**src/adc_serial_regs.vh**
```
// register offsets, field positions, reset values and counts for the serial result port
`ifndef ADC_SERIAL_REGS_VH
`define ADC_SERIAL_REGS_VH

// ----------------------------------------------------------------
// register byte offsets
// ----------------------------------------------------------------
`define REG_CTRL 4'h0
`define REG_STATUS 4'h4
`define REG_RESULT 4'h8

// ----------------------------------------------------------------
// control register fields and reset values
// ----------------------------------------------------------------
`define CTRL_MODE_LSB 0
`define CTRL_MODE_MSB 1
`define CTRL_CODING_BIT 2
`define CTRL_MODE_RESET 2'h0
`define CTRL_CODING_RESET 1'h1

// ----------------------------------------------------------------
// status register fields
// ----------------------------------------------------------------
`define STAT_FRAME_BIT 0
`define STAT_BUSY_BIT 1
`define STAT_STRAP_LSB 4
`define STAT_STRAP_MSB 7

// ----------------------------------------------------------------
// interface mode and counts
// ----------------------------------------------------------------
`define MODE_SERIAL 2'h3
`define RESULT_BITS 18
`define SCLK_HALF_CYCLES 4

`endif

```
**src/adc_serial_port.v**
```verilog
// serial result port with shared parallel bits six to nine and a wishbone register file
//
// Operation
// - outside serial mode the four shared pins drive parallel result bits 6, 7, 8 and 9.
// - in serial mode with clock source low the block makes the serial clock and drives it out.
// - in serial mode with clock source high the host supplies the clock and data follows it.
// - the frame sync is active high with polarity select low and active low with it high.
// - the clock invert select reverses the serial clock sense in master and slave operation.
// - the shared read-mode/chain pin is a chain input or a read mode select by clock source.
// - with external clock the chain input level reappears on the output 17 clocks later.
// - with internal clock a high read mode shifts during conversion, low only after it.
// - with external clock output changes on the rising edge, or the falling edge if inverted.
// - each result leaves its shift register msb first in the selected coding.
//
// The register offsets and the Wishbone interface to the registers were decided locally.
`include "adc_serial_regs.vh"
`default_nettype none

module adc_serial_port #(
	parameter RESULT_BITS = `RESULT_BITS,
	parameter SCLK_HALF = `SCLK_HALF_CYCLES
) (
	// clock and reset
	input wire clk_i,
	input wire rst_i,
	// wishbone slave
	input wire wb_cyc_i,
	input wire wb_stb_i,
	input wire wb_we_i,
	input wire [3:0] wb_adr_i,
	input wire [3:0] wb_sel_i,
	input wire [31:0] wb_dat_i,
	output reg [31:0] wb_dat_o,
	output wire wb_ack_o,
	// conversion engine
	input wire conv_busy_i,
	input wire result_load_i,
	input wire [RESULT_BITS-1:0] result_i,
	// shared pin: parallel bit six or clock source select
	input wire parallel_bit_six_i,
	output wire parallel_bit_six_o,
	output wire parallel_bit_six_oe_o,
	// shared pin: parallel bit seven or sync polarity select
	input wire parallel_bit_seven_i,
	output wire parallel_bit_seven_o,
	output wire parallel_bit_seven_oe_o,
	// shared pin: parallel bit eight or serial clock invert
	input wire parallel_bit_eight_i,
	output wire parallel_bit_eight_o,
	output wire parallel_bit_eight_oe_o,
	// shared pin: parallel bit nine or read mode / chain input
	input wire parallel_bit_nine_i,
	output wire parallel_bit_nine_o,
	output wire parallel_bit_nine_oe_o,
	// serial link
	input wire sclk_i,
	output wire sclk_o,
	output wire sclk_oe_o,
	output reg serial_result_out_o,
	output wire sync_o
);

	localparam integer LAST_IDX = RESULT_BITS - 1;
	localparam [4:0] LAST_BIT = LAST_IDX[4:0];

	// ----------------------------------------------------------------
	// pin synchronisers
	// ----------------------------------------------------------------
	wire [4:0] pins_sync;
	wire serial_clock_source_select;
	wire sync_polarity_select;
	wire serial_clock_invert;
	wire read_mode_or_chain_input;
	wire sclk_sync;

	pin_sync #(.WIDTH(5)) u_pin_sync (
		.clk_i(clk_i),
		.rst_i(rst_i),
		.async_i({sclk_i, parallel_bit_nine_i, parallel_bit_eight_i,
			parallel_bit_seven_i, parallel_bit_six_i}),
		.sync_o(pins_sync)
	);

	assign serial_clock_source_select = pins_sync[0];
	assign sync_polarity_select = pins_sync[1];
	assign serial_clock_invert = pins_sync[2];
	assign read_mode_or_chain_input = pins_sync[3];
	assign sclk_sync = pins_sync[4];

	// ----------------------------------------------------------------
	// state
	// ----------------------------------------------------------------
	reg [1:0] mode_reg;
	reg coding_reg;
	reg ack_reg;
	reg [RESULT_BITS-1:0] result_reg;
	reg [RESULT_BITS-2:0] shift_reg; // result bits below the msb, then chained bits
	reg [4:0] bit_cnt_reg;
	reg frame_reg;
	reg sclk_int_reg;
	reg [7:0] div_cnt_reg;
	reg sclk_prev_reg;
	reg busy_prev_reg;

	wire serial_mode;
	wire slave_mode;
	wire [RESULT_BITS-1:0] coded_result;
	wire busy_rise;
	wire read_start;
	wire ext_rise;
	wire ext_fall;
	wire ext_update;
	wire div_hit;
	wire master_fall;
	wire wb_req;

	assign serial_mode = (mode_reg == `MODE_SERIAL);
	assign slave_mode = serial_clock_source_select;
	assign wb_req = wb_cyc_i & wb_stb_i;

	// straight binary when coding select is high, msb inverted otherwise
	assign coded_result = coding_reg ? result_reg :
		{~result_reg[RESULT_BITS-1], result_reg[RESULT_BITS-2:0]};

	// ----------------------------------------------------------------
	// read start selection
	// ----------------------------------------------------------------
	assign busy_rise = conv_busy_i & ~busy_prev_reg;
	// master reads during conversion on a high read mode, after it on low
	assign read_start = serial_mode & ((~slave_mode & read_mode_or_chain_input) ?
		busy_rise : result_load_i);

	// ----------------------------------------------------------------
	// edges of the external clock and of the internal divider
	// ----------------------------------------------------------------
	assign ext_rise = sclk_sync & ~sclk_prev_reg;
	assign ext_fall = ~sclk_sync & sclk_prev_reg;
	assign ext_update = serial_clock_invert ? ext_fall : ext_rise;
	assign div_hit = (div_cnt_reg == SCLK_HALF - 1);
	assign master_fall = frame_reg & div_hit & sclk_int_reg;

	// conversion result store and edge history
	always @(posedge clk_i) begin
		if (rst_i) begin
			result_reg <= {RESULT_BITS{1'b0}};
			busy_prev_reg <= 1'b0;
			sclk_prev_reg <= 1'b0;
		end else begin
			busy_prev_reg <= conv_busy_i;
			sclk_prev_reg <= sclk_sync;
			if (result_load_i) begin
				result_reg <= result_i;
			end
		end
	end

	// ----------------------------------------------------------------
	// shift engine
	// ----------------------------------------------------------------
	always @(posedge clk_i) begin
		if (rst_i) begin
			shift_reg <= {(RESULT_BITS-1){1'b0}};
			bit_cnt_reg <= 5'h00;
			frame_reg <= 1'b0;
			sclk_int_reg <= 1'b0;
			div_cnt_reg <= 8'h00;
			serial_result_out_o <= 1'b0;
		end else if (read_start & ~frame_reg) begin
			// present msb at frame start; the rest stands one stage behind it, so a
			// chained bit follows the lsb directly, 18 edges into the read
			shift_reg <= coded_result[RESULT_BITS-2:0];
			serial_result_out_o <= coded_result[RESULT_BITS-1];
			bit_cnt_reg <= 5'h00;
			frame_reg <= 1'b1;
			sclk_int_reg <= 1'b0;
			div_cnt_reg <= 8'h00;
		end else if (serial_mode & slave_mode) begin
			// slave: shift on the update edge, chain input fills from behind
			if (ext_update) begin
				serial_result_out_o <= shift_reg[RESULT_BITS-2];
				shift_reg <= {shift_reg[RESULT_BITS-3:0], read_mode_or_chain_input};
				if (frame_reg) begin
					bit_cnt_reg <= bit_cnt_reg + 5'h01;
					if (bit_cnt_reg == LAST_BIT) begin
						frame_reg <= 1'b0;
					end
				end
			end
		end else if (serial_mode & frame_reg) begin
			// master: divide the clock, move data on internal falling edges
			div_cnt_reg <= div_hit ? 8'h00 : div_cnt_reg + 8'h01;
			if (div_hit) begin
				sclk_int_reg <= ~sclk_int_reg;
			end
			if (master_fall) begin
				serial_result_out_o <= shift_reg[RESULT_BITS-2];
				shift_reg <= {shift_reg[RESULT_BITS-3:0], 1'b0};
				bit_cnt_reg <= bit_cnt_reg + 5'h01;
				if (bit_cnt_reg == LAST_BIT) begin
					frame_reg <= 1'b0;
				end
			end
		end else if (~serial_mode) begin
			frame_reg <= 1'b0;
			sclk_int_reg <= 1'b0;
		end
	end

	// ----------------------------------------------------------------
	// pin drive
	// ----------------------------------------------------------------
	// outside serial mode the shared pins carry parallel result bits
	assign parallel_bit_six_o = coded_result[6];
	assign parallel_bit_seven_o = coded_result[7];
	assign parallel_bit_eight_o = coded_result[8];
	assign parallel_bit_nine_o = coded_result[9];
	assign parallel_bit_six_oe_o = ~serial_mode;
	assign parallel_bit_seven_oe_o = ~serial_mode;
	assign parallel_bit_eight_oe_o = ~serial_mode;
	assign parallel_bit_nine_oe_o = ~serial_mode;

	// master clock out, inverted on request
	assign sclk_o = sclk_int_reg ^ serial_clock_invert;
	assign sclk_oe_o = serial_mode & ~slave_mode;
	// frame sync polarity
	assign sync_o = serial_mode & (frame_reg ^ sync_polarity_select);

	// ----------------------------------------------------------------
	// wishbone register file
	// ----------------------------------------------------------------
	assign wb_ack_o = ack_reg;

	// one wait state, ack drops after one cycle
	always @(posedge clk_i) begin
		if (rst_i) begin
			ack_reg <= 1'b0;
			mode_reg <= `CTRL_MODE_RESET;
			coding_reg <= `CTRL_CODING_RESET;
			wb_dat_o <= 32'h00000000;
		end else begin
			ack_reg <= wb_req & ~ack_reg;
			if (wb_req & ~ack_reg) begin
				wb_dat_o <= 32'h00000000;
				if (wb_we_i & wb_sel_i[0] & (wb_adr_i == `REG_CTRL)) begin
					mode_reg <= wb_dat_i[`CTRL_MODE_MSB:`CTRL_MODE_LSB];
					coding_reg <= wb_dat_i[`CTRL_CODING_BIT];
				end
				if (~wb_we_i) begin
					case (wb_adr_i)
						`REG_CTRL: begin
							wb_dat_o[`CTRL_MODE_MSB:`CTRL_MODE_LSB] <= mode_reg;
							wb_dat_o[`CTRL_CODING_BIT] <= coding_reg;
						end
						`REG_STATUS: begin
							wb_dat_o[`STAT_FRAME_BIT] <= frame_reg;
							wb_dat_o[`STAT_BUSY_BIT] <= conv_busy_i;
							wb_dat_o[`STAT_STRAP_MSB:`STAT_STRAP_LSB] <= pins_sync[3:0];
						end
						`REG_RESULT: begin
							wb_dat_o[RESULT_BITS-1:0] <= coded_result;
						end
						default: begin
							wb_dat_o <= 32'h00000000;
						end
					endcase
				end
			end
		end
	end

endmodule // adc_serial_port

`default_nettype wire

```
**src/pin_sync.v**
```verilog
// two flip-flop synchroniser for inputs from outside the clock domain
`default_nettype none

module pin_sync #(
	parameter WIDTH = 1
) (
	// clock and reset
	input wire clk_i,
	input wire rst_i,
	// asynchronous in, synchronised out
	input wire [WIDTH-1:0] async_i,
	output wire [WIDTH-1:0] sync_o
);

	reg [WIDTH-1:0] stage1_reg;
	reg [WIDTH-1:0] stage2_reg;

	// first stage feeds only the second stage
	always @(posedge clk_i) begin
		if (rst_i) begin
			stage1_reg <= {WIDTH{1'b0}};
			stage2_reg <= {WIDTH{1'b0}};
		end else begin
			stage1_reg <= async_i;
			stage2_reg <= stage1_reg;
		end
	end

	assign sync_o = stage2_reg;

endmodule // pin_sync

`default_nettype wire
```
**config.mk**
```make
export PLATFORM = sky130hd
export DESIGN_NAME = adc_serial_port
export DESIGN_NICKNAME = d
export VERILOG_FILES = /design/src/adc_serial_port.v /design/src/pin_sync.v
export VERILOG_INCLUDE_DIRS = /design/src /design/src/src
export SDC_FILE = /design/constraint.sdc
export NUM_CORES = 1
export LEC_CHECK = 0
export ABC_AREA = 1
export BUFFER_PORTS_ARGS = -buffer_cell sky130_fd_sc_hd__buf_2
export CAP_MARGIN = 20
export CELL_PAD_IN_SITES_DETAIL_PLACEMENT = 2
export CELL_PAD_IN_SITES_GLOBAL_PLACEMENT = 2
export CORE_MARGIN = 4
export CORE_UTILIZATION = 30
export CTS_CLUSTER_DIAMETER = 150
export DETAILED_ROUTE_END_ITERATION = 7
export PLACE_DENSITY_LB_ADDON = 0.1
export SYNTH_ARGS = -nofsm -noshare
export SYNTH_HDL_FRONTEND = slang
export SYNTH_HIERARCHICAL = 1
export SYNTH_SLANG_ARGS = --single-unit
```
**constraint.sdc**
```tcl
create_clock -name clk_i -period 2.7 [get_ports clk_i]
set_input_delay 0.27 -clock clk_i [delete_from_list [all_inputs] [get_ports clk_i]]
set_output_delay 0.27 -clock clk_i [all_outputs]
set_load 0.02 [all_outputs]
```
==> impl_metrics.ini, run 1 <==
[floorplanning]
height_of_the_chip_um = 124
floorplan.io_pins = 115
placement_rows = 42
initial_core_util = 0.306
die_width_um = 124
fp.dieArea_um2 = 15400
design.core.area_um2 = 13200

[yosys]
synth.lib_cells_used.distinct = 34
ys_seq_area_frac = 0.422
synthesized_cell_area_um2 = 4030
netlist_instances = 583
synth_top_cell_by_area = sky130_fd_sc_hd__dfxtp_1
avg_inst_size_synth_um2 = 6.92
yosysWarnings = 6
post_synth_main_area_contributors = sky130_fd_sc_hd__dfxtp_1 42%, sky130_fd_sc_hd__nand2_1 12%, sky130_fd_sc_hd__nor2_1 8.7%
post-synth-top-area-fraction = 0.422
ys_ff_latch = 85

[worst_setup_path]
cp_top_family = simple AND/OR/NAND/NOR gates
setup.worst_path.start_class = flop
worstPathCellList = nand2_2 -> nor2_4 -> nand3_4 -> nand2_2 -> inv_2 -> nand2_2 -> buf_12 -> nand2_1 -> nor2_1 -> nor2_1
cp_slowest_cell = sky130_fd_sc_hd__dfxtp_1
kind_of_end_point_of_the_critical_path = flop
cp_data_required_time_ns = 2.94
critical_path.n_buffers_inverters = 2
crit_path_max_incr_delay_ns = 0.37
criticalPathCategory = flop to flop
critical_path.most_common_cell = sky130_fd_sc_hd__nand2_2
critPathMaxFanout = 22
cp_data_arrival_time_ns = 2.17

[pwr]
cellPowerDensity_nw_per_um2 = 601
vdd_ir_drop_max_uv = 231
cellLeakagePower_nw = 2.14

[global_routing]
grt_util_all_layers = 0.171
grt_antenna_before_repair = 0
wire_length_of_the_first_global_routing_pass_um = 20500
overflow = 0
grt_max_degree = 45
grt_pass1_vias = 4150

[cts]
clk_latency_ns = 0.34
clk_transition_reported_paths_ns = 0.06
post-cts-setup-buffers = 0
post_cts_hold_buffer_count = 0
post_cts.resized_instances = 0
cts_tree = built
cts.htree.levels = 3
clk_root_buf = sky130_fd_sc_hd__clkbuf_16
clock_sink_count = 85
numCtsBuffers = 9
clock_path_buffers = 2

[routing]
via_count = 3814
via_per_inst = 4.64
final_antenna_net_count = 0
drtPass1Iterations = 4
initialDrtViolationCount = 123
wl_per_cell_um = 14.8
route.detailed.drc = 0
final_wl_um = 12200

[run_status]
run_status = finished, final reports clean

[timing]
setup-violations-final = 0
clock_skew_ns = 0.00453
post-route-period-util = 0.716
final.setup.tns_ns = 0
rsz_0062_raised_after_global_routing = false
timing.final.max_slew_violations = 0
fmaxAchievable_mhz = 517
timing_hold_violations_final = 0
period_needed_ns = 1.93

[final_layout]
finish.utilization = 0.362
syn2layout_area_growth_pct = 18.5
layout.cells.most_common_list = 131 x sky130_fd_sc_hd__nand2_1, 93 x sky130_fd_sc_hd__nor2_1, 85 x sky130_fd_sc_hd__dfxtp_1
drive_gt1_frac = 0.170
antenna_cells = 0
final_nets = 715
final_common_cell = sky130_fd_sc_hd__nand2_1
stdcell_count = 822

[job]
timing.max_cap.violations = 0

[worst_hold_path]
worstHoldPathType = input pin to flop

[placed_design]
place_congestion = 0.754
dpl.cell_count = 807
detailed_place_hpwl_um = 9020
port-buffer-count = 68
[through the flow]
stage | total power, mW | hold slack, ns | worst slack (ns) | cell area, µm²
2_1_floorplan | 1.45 | 0.377 | 1.20 | 4080
3_3_place_gp | 1.50 | 0.394 | 0.797 | 4440
3_5_place_dp | 1.50 | 0.401 | 0.725 | 4440
4_1_cts | 2.91 | 0.122 | 0.743 | 4780
5_1_grt | 3.00 | 0.133 | 0.532 | 4780
6_report | 2.87 | 0.132 | 0.766 | 4780
[cells in the mapped netlist]
| cell | number |
|---|---|
| sky130_fd_sc_hd__xnor2_1 | 2 |
| sky130_fd_sc_hd__a21boi_0 | 1 |
| sky130_fd_sc_hd__buf_2 | 10 |
| sky130_fd_sc_hd__inv_2 | 2 |
| sky130_fd_sc_hd__buf_4 | 18 |
| sky130_fd_sc_hd__clkinv_1 | 1 |
| sky130_fd_sc_hd__nor2_1 | 93 |
| sky130_fd_sc_hd__xor2_1 | 4 |
| sky130_fd_sc_hd__o21ai_2 | 1 |
| sky130_fd_sc_hd__nand3b_1 | 2 |
| sky130_fd_sc_hd__nor3b_1 | 1 |
| sky130_fd_sc_hd__clkbuf_1 | 6 |
| sky130_fd_sc_hd__nor3_1 | 6 |
| sky130_fd_sc_hd__o21ai_0 | 32 |
| sky130_fd_sc_hd__nor2_4 | 1 |
| sky130_fd_sc_hd__nor3_2 | 1 |
| sky130_fd_sc_hd__buf_6 | 5 |
| sky130_fd_sc_hd__nand3_1 | 31 |
| sky130_fd_sc_hd__a21oi_1 | 49 |
| sky130_fd_sc_hd__nand2_4 | 1 |
| sky130_fd_sc_hd__nor2_2 | 1 |
| sky130_fd_sc_hd__nor3b_2 | 1 |
| sky130_fd_sc_hd__or2_2 | 1 |
| sky130_fd_sc_hd__nand2_1 | 131 |
| sky130_fd_sc_hd__buf_1 | 2 |
| sky130_fd_sc_hd__o211ai_1 | 2 |
| sky130_fd_sc_hd__clkinv_2 | 1 |
| sky130_fd_sc_hd__nand3_4 | 1 |
| sky130_fd_sc_hd__inv_1 | 62 |
| sky130_fd_sc_hd__conb_1 | 1 |
| sky130_fd_sc_hd__dfxtp_1 | 85 |
| sky130_fd_sc_hd__ha_1 | 3 |
| sky130_fd_sc_hd__nand2_2 | 8 |
| sky130_fd_sc_hd__nand4_1 | 17 |
[path summary, 6_finish.rpt]
| kind | slack, ns | endpoint | start | cells past startpoint |
|---|---|---|---|---|
| worst max-delay path | 0.77 | shift_reg[16] | mode_reg[1] | 10 |
| worst min-delay path | 0.13 | u_pin_sync/stage1_reg[4] | sclk_i | 3 |
| worst max register to register | 0.77 | shift_reg[16] | mode_reg[1] | 10 |
| worst min register to register | 0.41 | u_pin_sync/sync_o[2] | u_pin_sync/stage1_reg[2] | 2 |
[layer usage]
| layer | share of wire | global-route usage |
|---|---|---|
| met5 | 0 | 0 |
| met4 | 0.015 | 0.0595 |
| met3 | 0.031 | 0.0295 |
| met2 | 0.48 | 0.281 |
| met1 | 0.48 | 0.228 |
[cell type report]
cell class              count  area [µm²]
fillers                  1597        8410
clock inverters             3        67.6
multi-input cells         404        1860
flip-flops and latches     85        1700
repair buffers             76         413
inverters                  66         249
well taps                 176         220
clock buffers              12         267
[where the power goes]
| group | internal, mW | switching, mW |
|---|---|---|
| Clock | 0.882 | 0.515 |
| Sequential | 1.28 | 0.0236 |
| Combinational | 0.0512 | 0.116 |
[worst register-to-register path, cell delays in order (launching register included)]
cell and delay [ns]:
sky130_fd_sc_hd__dfxtp_1 0.37, sky130_fd_sc_hd__nand2_2 0.17, sky130_fd_sc_hd__nor2_4 0.36, sky130_fd_sc_hd__nand3_4 0.16, sky130_fd_sc_hd__nand2_2 0.10, sky130_fd_sc_hd__inv_2 0.03, sky130_fd_sc_hd__nand2_2 0.20, sky130_fd_sc_hd__buf_12 0.20
sky130_fd_sc_hd__nand2_1 0.08, sky130_fd_sc_hd__nor2_1 0.12, sky130_fd_sc_hd__nor2_1 0.05
[cells by family after synthesis]
kind of cell	count (synthesis)	share of synthesized area
adder cells (fa/ha/maj)	3	0.00931
flip-flops	85	0.422
AO/OA/AOI/OAI	85	0.108
buffers and inverters	107	0.129
other	1	0.000930
AND/OR/NAND/NOR	296	0.317
XOR/XNOR	6	0.0130
Power figures use the tool's default switching activity.
==> inputs of run 2 (changes only) <==
- ABC_AREA: 1 -> 0
- CORE_UTILIZATION: 30 -> 28
- clock period: 2.7 -> 1.7 ns (I/O delays scaled with it)
==> impl_metrics.ini, run 2 <==
[final_layout]
antenna_cells = 0
finish.utilization = 0.382
layout.cells.most_common_list = 79 x sky130_fd_sc_hd__dfxtp_1, 68 x sky130_fd_sc_hd__buf_2, 46 x sky130_fd_sc_hd__nor2_1
drive_gt1_frac = 0.344
final_common_cell = sky130_fd_sc_hd__dfxtp_1
final_nets = 586
syn2layout_area_growth_pct = 32.8
stdcell_count = 698

[timing]
rsz_0062_raised_after_global_routing = true
post-route-period-util = 0.975
period_needed_ns = 1.66
timing.final.max_slew_violations = 0
clock_skew_ns = 0.00569
setup-violations-final = 0
fmaxAchievable_mhz = 604
timing_hold_violations_final = 0

[yosys]
ys_ff_latch = 85
netlist_instances = 425
synth.lib_cells_used.distinct = 54
synthesized_cell_area_um2 = 4010
async_reset_ff_frac = 0
synth_top_cell_by_area = sky130_fd_sc_hd__dfxtp_1
post-synth-top-area-fraction = 0.425
synth-edff-count = 0
most_instantiated_flip_flop_cell_in_the_synthesis_netlist = sky130_fd_sc_hd__dfxtp_1
avg_inst_size_synth_um2 = 9.43
synthTopCellsByCount = 85 x sky130_fd_sc_hd__dfxtp_1, 46 x sky130_fd_sc_hd__nor2_1, 30 x sky130_fd_sc_hd__nor2b_1
synth.most_common_cell = sky130_fd_sc_hd__dfxtp_1
post_synth_main_area_contributors = sky130_fd_sc_hd__dfxtp_1 42%, sky130_fd_sc_hd__mux2i_1 6.5%, sky130_fd_sc_hd__o221ai_1 5.7%
yosysWarnings = 6
ys_seq_area_frac = 0.425

[routing]
initialDrtViolationCount = 99
final_wl_um = 12700
via_per_inst = 5.04
route.met3.wl_um = 394
routed-wl-met2_um = 6020
drtPass1Iterations = 4
m1WireLength_um = 6050
final_antenna_net_count = 0
top_signal_layer_used = met4
via_count = 3520
route.detailed.drc = 0
wl_per_cell_um = 18.2

[worst_setup_path]
critPathMaxFanout = 5
r2r-start = div_cnt_reg[1]
cp_data_arrival_time_ns = 1.92
kind_of_end_point_of_the_critical_path = flop
criticalPathCategory = flop to flop
critPathLaunch = div_cnt_reg[1]
setup.worst_path.start_class = flop
cp_data_required_time_ns = 1.96

[pwr]
cellLeakagePower_nw = 2.10
power.share.switching = 0.235
p_clk_frac = 0.499
intPower_mw = 3.63
combinationalPowerShare = 0.065
p_seq_frac = 0.436
net-switching-power_mw = 1.11
vdd_ir_drop_max_uv = 417
total_power_mw = 4.75
cellPowerDensity_nw_per_um2 = 892

[global_routing]
wire_length_of_the_first_global_routing_pass_um = 19900
grt_util_all_layers = 0.153
grt_antenna_before_repair = 0
grt_max_degree = 44
grt_pass1_vias = 3753
overflow = 0

[cts]
clock_sink_count = 85
clk_latency_ns = 0.35
cts.htree.levels = 3
clk_transition_reported_paths_ns = 0.06
numCtsBuffers = 9
cts_tree = built
clk_root_buf = sky130_fd_sc_hd__clkbuf_16
clock_path_buffers = 2

[floorplanning]
fp.dieArea_um2 = 16300
design.core.area_um2 = 13900
die_width_um = 128
initial_core_util = 0.288
floorplan.io_pins = 115
height_of_the_chip_um = 128
placement_rows = 43

[placed_design]
place_congestion = 0.681
dpl.cell_count = 675
detailed_place_hpwl_um = 8660
port-buffer-count = 68

[worst_hold_path]
worstHoldPathType = input pin to flop
timing.hold.worst.start = parallel_bit_seven_i

[job]
timing.max_cap.violations = 0

[run_status]
run_status = finished, final reports clean
run 2: area by class of cell:
| cell class | instances | area (µm²) |
|---|---|---|
| inverters | 24 | 90.1 |
| well taps | 180 | 225 |
| multi-input cells | 279 | 2140 |
| clock buffers | 10 | 239 |
| repair buffers | 114 | 807 |
| clock inverters | 6 | 116 |
| flip-flops and latches | 85 | 1710 |
| fillers | 1517 | 8610 |
run 2: logic make-up (layout without fill, tap and decap cells):
| family | after synthesis | count (layout) | share of synthesized area |
|---|---|---|---|
| other | 1 | 14 | 0.000936 |
| buffers and inverters | 74 | 154 | 0.0955 |
| muxes | 26 | 26 | 0.0649 |
| xor gates and xnor gates | 10 | 10 | 0.0219 |
| adders and majority gates | 3 | 3 | 0.00937 |
| DFF | 85 | 85 | 0.425 |
| AOI/OAI and AO/OA | 104 | 104 | 0.212 |
| and+or+nand+nor | 122 | 122 | 0.170 |
run 2: path summary, 6_finish.rpt:
kind	slack, ns	depth (start not counted)	end
max	0.04	7	shift_reg[16]
min	0.04	2	u_pin_sync/stage1_reg[1]
max reg2reg	0.04	7	shift_reg[16]
min reg2reg	0.44	1	u_pin_sync/sync_o[4]
run 2: power groups by stage:
stage	sequential, mW	clock (mW)	combinational, mW
floorplan	2.11	0	0.196
global route	2.07	2.52	0.343
detailed placement	2.11	0	0.306
global placement	2.11	0	0.300
finish	2.07	2.37	0.309
CTS	2.07	2.43	0.309
run 2: per-stage QoR:
step | setup WS [ns] | setup TNS (ns) | hold slack, ns | cell area (µm²)
floorplan | 0.00335 | 0 | 0.242 | 4070
global placement | 0.0484 | 0 | 0.384 | 4680
detailed placement | 0.0122 | 0 | 0.388 | 4680
CTS | 0.0130 | 0 | 0.0279 | 5040
global route | -0.0536 | -0.276 | 0.0364 | 5320
finish | 0.0433 | 0 | 0.0398 | 5320
run 2: repair_timing:
item / CTS / global route
gates cloned: 0 / 4
hold buffers: 0 / 0
setup endpoints to repair: 4 / 27
resized for setup: 1 / 39
pin swaps: 0 / 4
buffers inserted: 0 / 3
run 2: metal layers:
metal  vias to the layer above  track usage
met1                      1749        0.207
met2                        71        0.247
met4                         0       0.0543
li1                       1683            -
met5                         -            0
met3                        17       0.0268
run 2: critical path, cell delays in order, from the launching register on:
cell and delay [ns]:
sky130_fd_sc_hd__dfxtp_2 0.35, sky130_fd_sc_hd__ha_4 0.14, sky130_fd_sc_hd__nor4b_4 0.26, sky130_fd_sc_hd__buf_4 0.17
sky130_fd_sc_hd__and4_4 0.29, sky130_fd_sc_hd__clkbuf_16 0.18, sky130_fd_sc_hd__o221ai_2 0.10, sky130_fd_sc_hd__o221ai_2 0.08
